`src/hdl/jsc_defs.svh`:
```
/*
  Frame geometry and fixed stuff counts for the justification control block.
  Assumes inclusion by bare name from the design files; definitions only.
*/
`ifndef JSC_DEFS_SVH
`define JSC_DEFS_SVH

// ==========================================================================
// server frame geometry
`define JSC_ROWS 4
`define JSC_ODU_COLS 3824
`define JSC_OPU_COLS 3808
`define JSC_FRAME_BYTES (`JSC_ROWS * `JSC_ODU_COLS)
`define JSC_PAYLOAD_BYTES (`JSC_ROWS * `JSC_OPU_COLS)

// ==========================================================================
// fixed stuff bytes per client payload area
`define JSC_FS_CBR2G5 0
`define JSC_FS_CBR10G 64
`define JSC_FS_CBR40G 128
`define JSC_FS_ODU1_3 4

// ==========================================================================
// default elastic buffer depth and fill thresholds
`define JSC_DEPTH_W 8
`define JSC_FILL_HI 192
`define JSC_FILL_LO 64
`define JSC_FILL_LO2 32

`endif

```
`src/hdl/jsc_pkg.sv`:
```
/*
  Types shared by the justification control block: mapping modes and the
  signed justification value.
  Assumes nothing of its surroundings.
*/
package jsc_pkg;

  // ========================================================================
  // mapping modes: three cbr mappings and four multiplexing cases
  typedef enum logic [2:0] {
    JSC_M_CBR2G5,
    JSC_M_CBR10G,
    JSC_M_CBR40G,
    JSC_M_ODU0_1,
    JSC_M_ODU1_2,
    JSC_M_ODU2_3,
    JSC_M_ODU1_3
  } jsc_mode_t;

  // justification value: +1 extra byte carried, -1/-2 bytes skipped
  typedef logic signed [1:0] jsc_alpha_t;

endpackage

```
`src/hdl/jsc_fill_mon.sv`:
```
/*
  Client elastic buffer fill tracker.
  Assumes client writes and server reads arrive on clk_sys as one-cycle
  strobes from logic in the same clock domain.
*/
`timescale 1ns/1ps
module jsc_fill_mon #(
  parameter int DEPTH_W = 8 // log2 of buffer depth
) (
  input wire logic clk_sys, // system clock
  input wire logic nrst, // synchronous reset, active low
  input wire logic wr, // client byte written
  input wire logic rd, // server byte taken
  output logic [DEPTH_W:0] fill, // bytes held
  output logic full // no room for a client byte
);

  // ========================================================================
  // occupancy
  localparam logic [DEPTH_W:0] DEPTH = (DEPTH_W+1)'(1 << DEPTH_W);
  wire empty = (fill == '0);
  wire do_wr = wr && !full;
  wire do_rd = rd && !empty;
  logic [DEPTH_W:0] next_fill;

  assign full = (fill == DEPTH);
  // a read from empty or a write into full is dropped, never wraps
  assign next_fill = (do_wr && !do_rd) ? fill + 1'b1 :
                     (do_rd && !do_wr) ? fill - 1'b1 : fill;

  // fill register
  always_ff @(posedge clk_sys) begin
    if (!nrst) begin
      fill <= '0;
    end else begin
      fill <= next_fill;
    end
  end
endmodule

```
`src/hdl/jsc_stuff_ctrl.sv`:
```
/*
  Justification control for asynchronous cbr mapping and odu multiplexing.
  Counts server byte slots into frames, owns a share of the justification
  opportunities, and decides per owned opportunity from the client fill.
  Assumes the server frame generator strobes srv_tick once per frame byte
  slot and srv_rd once per client byte it takes, all on clk_sys.
*/
`timescale 1ns/1ps
`include "jsc_defs.svh"

// Behaviour
// - cbr: one positive, one negative opportunity/frame
// - multiplexing: up to two positive, one negative
// - single cbr client uses every frame's opportunity
// - tributary uses only its 1/2, 1/4, 1/16 share
// - alpha within -1..1 cbr, -2..1 multiplexing
// - fixed stuff 0, 64, 128 per cbr mapping
// - client payload 4x3808 bytes scaled, adjusted
// - server frame is 4 rows of 3824
module jsc_stuff_ctrl #(
  parameter int DEPTH_W = `JSC_DEPTH_W, // log2 of client buffer depth
  parameter int FILL_HI = `JSC_FILL_HI, // at or above: carry extra byte
  parameter int FILL_LO = `JSC_FILL_LO, // below: skip one byte
  parameter int FILL_LO2 = `JSC_FILL_LO2 // below, multiplexing: skip two
) (
  input wire logic clk_sys, // system clock, 25 MHz
  input wire logic nrst, // synchronous reset, active low
  input jsc_pkg::jsc_mode_t mode, // mapping mode
  input wire logic [3:0] trib_id, // tributary index within the server
  input wire logic cli_valid, // client byte offered
  output logic cli_ready, // client byte accepted when valid
  input wire logic srv_tick, // one server frame byte slot
  input wire logic srv_rd, // server takes one client byte
  output logic frame_sof, // pulse: a new server frame begins
  output logic jc_valid, // pulse with frame_sof: opportunity owned
  output jsc_pkg::jsc_alpha_t jc_alpha, // justification for that frame
  output logic [13:0] frame_bytes, // client bytes to carry this frame
  output logic [DEPTH_W:0] fill_level // client buffer fill
);
  import jsc_pkg::*;

  // ========================================================================
  // mode decoding
  // share of opportunities as a right shift: 1, 1/2, 1/4, 1/16
  function automatic logic [2:0] share_shift(input jsc_mode_t m);
    unique case (m)
      JSC_M_ODU0_1: share_shift = 3'h1;
      JSC_M_ODU1_2, JSC_M_ODU2_3: share_shift = 3'h2;
      JSC_M_ODU1_3: share_shift = 3'h4;
      default: share_shift = 3'h0; // cbr modes and unused code
    endcase
  endfunction

  function automatic logic is_mux(input jsc_mode_t m);
    is_mux = (m == JSC_M_ODU0_1) || (m == JSC_M_ODU1_2) ||
             (m == JSC_M_ODU2_3) || (m == JSC_M_ODU1_3);
  endfunction

  // fixed stuff bytes belonging to this client
  function automatic logic [7:0] fixed_stuff(input jsc_mode_t m);
    unique case (m)
      JSC_M_CBR2G5: fixed_stuff = 8'(`JSC_FS_CBR2G5);
      JSC_M_CBR10G: fixed_stuff = 8'(`JSC_FS_CBR10G);
      JSC_M_CBR40G: fixed_stuff = 8'(`JSC_FS_CBR40G);
      JSC_M_ODU1_3: fixed_stuff = 8'(`JSC_FS_ODU1_3);
      default: fixed_stuff = 8'h00;
    endcase
  endfunction

  // ========================================================================
  // client elastic buffer fill
  logic cli_full;

  jsc_fill_mon #(
    .DEPTH_W(DEPTH_W)
  ) u_fill (
    .clk_sys(clk_sys),
    .nrst(nrst),
    .wr(cli_valid),
    .rd(srv_rd),
    .fill(fill_level),
    .full(cli_full)
  );

  // back-pressure toward the client source
  assign cli_ready = !cli_full;

  // ========================================================================
  // server frame counting
  localparam logic [13:0] FRAME_LAST = 14'(`JSC_FRAME_BYTES - 1);
  localparam logic [13:0] PAYLOAD = 14'(`JSC_PAYLOAD_BYTES);

  logic [13:0] byte_cnt;
  logic [3:0] mf_cnt;
  wire frame_wrap = srv_tick && (byte_cnt == FRAME_LAST);
  wire [13:0] next_byte_cnt = frame_wrap ? 14'h0000 :
                              srv_tick ? byte_cnt + 14'h0001 : byte_cnt;
  wire [3:0] next_mf_cnt = frame_wrap ? mf_cnt + 4'h1 : mf_cnt;

  // byte slot and frame index counters
  always_ff @(posedge clk_sys) begin
    if (!nrst) begin
      byte_cnt <= 14'h0000;
      mf_cnt <= 4'h0;
    end else begin
      byte_cnt <= next_byte_cnt;
      mf_cnt <= next_mf_cnt;
    end
  end

  // ========================================================================
  // opportunity ownership and decision
  // the frame index modulo the share picks the tributary that owns it
  wire [2:0] shift = share_shift(mode);
  wire [3:0] share_mask = 4'((5'h01 << shift) - 5'h01);
  wire owned = ((next_mf_cnt & share_mask) == (trib_id & share_mask));
  wire mux = is_mux(mode);

  // thresholds held at the fill width so the compares stay exact
  wire [DEPTH_W:0] th_hi = (DEPTH_W+1)'(FILL_HI);
  wire [DEPTH_W:0] th_lo = (DEPTH_W+1)'(FILL_LO);
  wire [DEPTH_W:0] th_lo2 = (DEPTH_W+1)'(FILL_LO2);

  // high fill: carry an extra byte; low fill: leave bytes out.
  // skip-two only exists when multiplexing, so cbr stays within -1..1
  wire jsc_alpha_t next_alpha =
    (fill_level >= th_hi) ? 2'sd1 :
    (mux && fill_level < th_lo2) ? -2'sd2 :
    (fill_level < th_lo) ? -2'sd1 :
    2'sd0;

  // client bytes in this frame: share of payload, less fixed stuff,
  // adjusted by the justification when this client owns the frame
  wire [13:0] base_bytes = PAYLOAD >> shift;
  wire signed [15:0] adj = owned ? 16'(next_alpha) : 16'sh0000;
  wire signed [15:0] sum_bytes = $signed({2'b00, base_bytes}) -
                                 $signed({8'h00, fixed_stuff(mode)}) + adj;

  // decision registers, updated once per frame boundary
  always_ff @(posedge clk_sys) begin
    if (!nrst) begin
      frame_sof <= 1'b0;
      jc_valid <= 1'b0;
      jc_alpha <= 2'sd0;
      frame_bytes <= 14'h0000;
    end else begin
      frame_sof <= frame_wrap;
      jc_valid <= frame_wrap && owned;
      if (frame_wrap) begin
        jc_alpha <= owned ? next_alpha : 2'sd0;
        frame_bytes <= sum_bytes[13:0];
      end
    end
  end

  // ========================================================================
  // checks
  // full buffer depth, kept here so the ready check does not lean on the
  // fill tracker's own full flag
  localparam logic [DEPTH_W:0] BUF_DEPTH = (DEPTH_W+1)'(1 << DEPTH_W);
endmodule

```
`config.mk`:
```
export PLATFORM = sky130hd
export DESIGN_NAME = jsc_stuff_ctrl
export DESIGN_NICKNAME = d
export VERILOG_FILES = /design/src/hdl/jsc_pkg.sv /design/src/hdl/jsc_fill_mon.sv /design/src/hdl/jsc_stuff_ctrl.sv
export VERILOG_INCLUDE_DIRS = /design/src /design/src/hdl
export SDC_FILE = /design/constraint.sdc
export NUM_CORES = 1
export LEC_CHECK = 0
export ABC_AREA = 1
export ABC_CLOCK_PERIOD_IN_PS = 5600
export BUFFER_PORTS_ARGS = -buffer_cell sky130_fd_sc_hd__buf_4
export CORE_ASPECT_RATIO = 0.8
export CORE_MARGIN = 4
export CORE_UTILIZATION = 64
export CTS_CLUSTER_DIAMETER = 40
export DETAILED_ROUTE_END_ITERATION = 8
export GPL_TIMING_DRIVEN = 0
export PLACE_DENSITY = 0.92
export REMOVE_ABC_BUFFERS = 1
export SLEW_MARGIN = 10
export SYNTH_ARGS = -nofsm -noshare
export SYNTH_HDL_FRONTEND = slang
export SYNTH_HIERARCHICAL = 1
export SYNTH_SLANG_ARGS = --single-unit
export TNS_END_PERCENT = 100
```
`constraint.sdc`:
```
create_clock -name clk_sys -period 5.6 [get_ports clk_sys]
set_input_delay 0.28 -clock clk_sys [delete_from_list [all_inputs] [get_ports clk_sys]]
set_output_delay 0.28 -clock clk_sys [all_outputs]
set_load 0.05 [all_outputs]
```
==> PnR_summary.wiki <==
{| class="wikitable"
! Metric !! Value
|-
| Post-layout nets || 591
|-
| Post-CTS clock slew at the launch and capture registers of the worst setup and hold paths || 0.09 ns
|-
| Largest net degree at the start of global routing || 17
|-
| Leakage || 0.00205 uW
|-
| Total setup buffers inserted after CTS || 0
|-
| Top-area cell type share of the netlist area || 26.3%
|-
| Initial core utilization || 67.3%
|-
| Number of cells traversed by the worst register-to-register path || 20
|-
| Setup tns final || 0 ns
|-
| DRT Wirelength || 7.76 mm
|-
| Number of levels the H-tree was split into || 2
|-
| Synthesis warning total || 6
|-
| Min-Delay Path Class || in -> reg
|-
| Latest clock arrival within the worst-skew pair || 0.30 ns
|-
| Number of cell rows || 23
|-
| Flop and latch count out of synthesis || 45
|-
| Largest family of logic cells by synthesized area || simple AND/OR/NAND/NOR gates
|-
| Via count of the first global-routing pass || 3186
|-
| Clock buffer count from CTS || 5
|-
| Number of top-level pins || 40
|-
| Number of pins exceeding their max-slew limit in the final report || 0
|-
| Fin Clk Skew || 0.00506 ns
|-
| Area enclosed by the die boundary || 6590 sq um
|-
| Time the final worst path needs with I/O delays and setup || 4.06 ns
|-
| Buffers plus inverters on the worst setup path || 1
|-
| Number of buffers added to fix hold violations after cts || 0
|-
| Hold Path Depth || 3
|-
| Setup violation total in the final timing report || 0
|-
| Detailed-placement wirelength estimate || 6.11 mm
|-
| Die Span X || 89.8 um
|-
| Critical Path Source Type || register
|-
| Flip-flop cell with the highest count after synthesis || sky130_fd_sc_hd__dfxtp_1
|-
| Initial antenna violation count || 0
|-
| Mean cell area of the mapped netlist || 6.85 sq um
|-
| Post-synthesis to final-layout area growth || 13.0%
|-
| Final core occ || 76.0%
|-
| Global-route wire length before repair || 13.9 mm
|-
| Total iterations of the first detailed-routing run || 7
|-
| Vias per inst || 5.33
|-
| Kind of cell adding the most delay to the critical path || simple AND/OR/NAND/NOR gates
|-
| Maximum operating frequency || 0.246 GHz
|-
| Tightest Pin Transition || 0.807 ns
|-
| Max-Slew Margin vs Limit || 45.8%
|-
| Critical Path End Type || register
|-
| Post-synth EDFFs || 0
|-
| Most area-consuming cells after synthesis || sky130_fd_sc_hd__dfxtp_1 (26%), sky130_fd_sc_hd__ha_1 (12%), sky130_fd_sc_hd__nand2_1 (12%)
|-
| Number of sinks driven by the clock tree || 45
|-
| Commonest cells in the netlist || sky130_fd_sc_hd__nand2_1 (106), sky130_fd_sc_hd__inv_1 (96), sky130_fd_sc_hd__dfxtp_1 (45)
|-
| Total via count in the routed design || 3233
|-
| Most repeated cell in the gate-level netlist after synthesis || sky130_fd_sc_hd__nand2_1
|-
| Largest driver fanout on the critical path || 14
|-
| CTS root buffer || sky130_fd_sc_hd__clkbuf_8
|-
| DR DRC count || 0
|-
| CP Depth || 20
|-
| RSZ-0062 raised after global routing || false
|-
| Synth Instances || 500
|-
| Fraction of the mapped netlist area in adder cells || 13.8%
|-
| Post-synthesis async set-or-reset flop share || 0%
|-
| Die Height || 73.4 um
|-
| Proportion of layout cells with a drive suffix above 1 || 16.0%
|-
| Data arrival time of the worst path || 4.26 ns
|-
| Routability cong. || 0.914
|-
| Maximum vdd drop || 0.461 mV
|-
| CTS tree || yes
|-
| Count of final hold-check violations || 0
|-
| Number of nets still failing antenna checks after routing || 0
|-
| Required time at the worst-slack endpoint || 5.80 ns
|-
| Largest area contributor in the synthesized netlist || sky130_fd_sc_hd__dfxtp_1
|-
| Share of synthesized area occupied by flip-flops and latches || 26.3%
|-
| Iteration-0 DRC Markers || 209
|-
| WS Path Type || reg -> reg
|-
| Area fraction in and, or, nand and nor cells after synthesis || 30.9%
|-
| Core footprint || 5090 sq um
|-
| Master of the slowest instance on the critical path || sky130_fd_sc_hd__fa_1
|-
| Number of diodes added for antenna fixing || 0
|-
| Most frequent CP cell || sky130_fd_sc_hd__nand2_1
|-
| Maximum buffer depth of the clock tree || 2
|-
| Fraction of the cycle the final worst path needs || 72.5%
|-
| Routed length per instance || 12.8 um
|-
| Multiplexer area fraction after synthesis || 0%
|-
| Complex-gate fraction of the synthesized area || 13.2%
|-
| Power per standard cell area || 487 nW/um^2
|-
| Resized Gates After CTS || 0
|-
| Residual overflow from global routing || 0
|-
| Cell chain of the critical path || ha_1 > nand3_1 > nor2_2 > nand4_2 > nand2_1 > nand2_1 > nand2_1 > nand2_1 > nand2_2 > nand3_4 > fa_1 > inv_1 > ha_1 > nand2_1 > o21ai_0 > a31oi_1 > o21ai_0 > nand2_1 > nand2_1 > o21ai_0
|-
| Final Hold Slack || 0.269 ns
|-
| Mapped Area || 3430 sq um
|-
| Total Power Consumption || 1890 uW
|-
| Stage delay of the slowest cell on the critical path || 0.59 ns
|-
| Max_cap viols || 0
|-
| Number of input and output port buffers inserted || 39
|-
| Number of distinct library cell variants in the gate-level netlist after synthesis || 47
|-
| Run status || completed
|-
| Total global-route track usage || 25.5%
|-
| Post-synthesis xor/xnor area fraction || 3.29%
|}
[state kept, by name (all words and copies together) (netlist names)]
signal and cells:
byte_cnt 14, frame_bytes 14, u_fill/fill 9, mf_cnt 4, jc_alpha 2, frame_sof 1
jc_valid 1
[routing by layer]
metal / vias to the layer above / GRT usage [%] / routed length (um)
met2: 108 / 44.2 / 3620
met4: 0 / 7.99 / 149
met1: 1423 / 32.4 / 3560
met3: 15 / 5.22 / 424
li1: 1687 / - / -
met5: - / 0 / 0
[path summary, 6_finish.rpt]
check,to,startpoint,slack (ns)
hold reg to reg,frame_bytes[7],frame_bytes[7],0.46
hold / removal,u_fill/fill[0],nrst,0.27
setup / recovery,frame_bytes[10],byte_cnt[0],1.54
setup reg to reg,frame_bytes[10],byte_cnt[0],1.54
[cells in the final DEF (no fill, tap or decap), types with 3 or more instances in the layout]
master | netlist | layout
sky130_fd_sc_hd__nor2_4 | 3 | 3
sky130_fd_sc_hd__or2_2 | 3 | 3
sky130_fd_sc_hd__xor2_1 | 5 | 5
sky130_fd_sc_hd__clkbuf_8 | 0 | 5
sky130_fd_sc_hd__nor3_1 | 9 | 9
sky130_fd_sc_hd__a21oi_1 | 35 | 35
sky130_fd_sc_hd__nand3_1 | 32 | 32
sky130_fd_sc_hd__a21o_1 | 3 | 3
sky130_fd_sc_hd__nand4_1 | 10 | 10
sky130_fd_sc_hd__o21ai_1 | 4 | 4
sky130_fd_sc_hd__nor2_1 | 29 | 29
sky130_fd_sc_hd__inv_2 | 7 | 7
sky130_fd_sc_hd__nor2_2 | 3 | 3
sky130_fd_sc_hd__xnor2_1 | 6 | 6
sky130_fd_sc_hd__nand2_1 | 106 | 106
sky130_fd_sc_hd__inv_1 | 96 | 96
sky130_fd_sc_hd__conb_1 | 2 | 3
sky130_fd_sc_hd__nand2_4 | 3 | 3
sky130_fd_sc_hd__buf_4 | 1 | 39
sky130_fd_sc_hd__fa_1 | 3 | 3
sky130_fd_sc_hd__o21ai_0 | 20 | 20
sky130_fd_sc_hd__ha_1 | 33 | 33
sky130_fd_sc_hd__nand2_2 | 10 | 10
sky130_fd_sc_hd__dfxtp_1 | 45 | 45
[cells by family (layout without fill, tap and decap cells)]
| group | count (synthesis) | in the layout |
|---|---|---|
| AO/OA/AOI/OAI | 77 | 77 |
| XOR/XNOR | 12 | 12 |
| adder cells (fa/ha/maj) | 36 | 36 |
| buffers and inverters | 109 | 152 |
| flip-flops | 45 | 45 |
| other | 2 | 3 |
| AND/OR/NAND/NOR | 219 | 219 |
[tightest hold or removal path: cells and delay by family]
family	cells	cell delay (ns)
buffers and inverters	1	0.13
AO/OA/AOI/OAI	2	0.11
[through the flow]
step | area (sq um) | instances | setup slack [ns]
3_3_place_gp | 3770 | 597 | 1.77
3_5_place_dp | 3780 | 598 | 1.64
5_1_grt | 3870 | 606 | 1.16
6_report | 3870 | 606 | 1.54
2_1_floorplan | 3400 | 496 | 2.23
4_1_cts | 3870 | 606 | 1.60
[area by class of cell]
type                    instances  area [sq um]
multi-input cells             347          2110
repair buffers                 40           304
clock buffers                   5          68.8
fillers                       397          1220
inverters                     104           390
flip-flops and latches         45           901
well taps                      62          77.6
clock inverters                 3          25.0
[where the power goes]
part	internal [uW]	total, uW	switching (uW)	leakage (uW)
logic	469	1280	815	0.00164
registers	351	390	39.3	0.000365
clock network	90.3	215	124	0.0000447
total	910	1890	978	0.00205
Note: power is estimated with default switching activity, not from simulation.
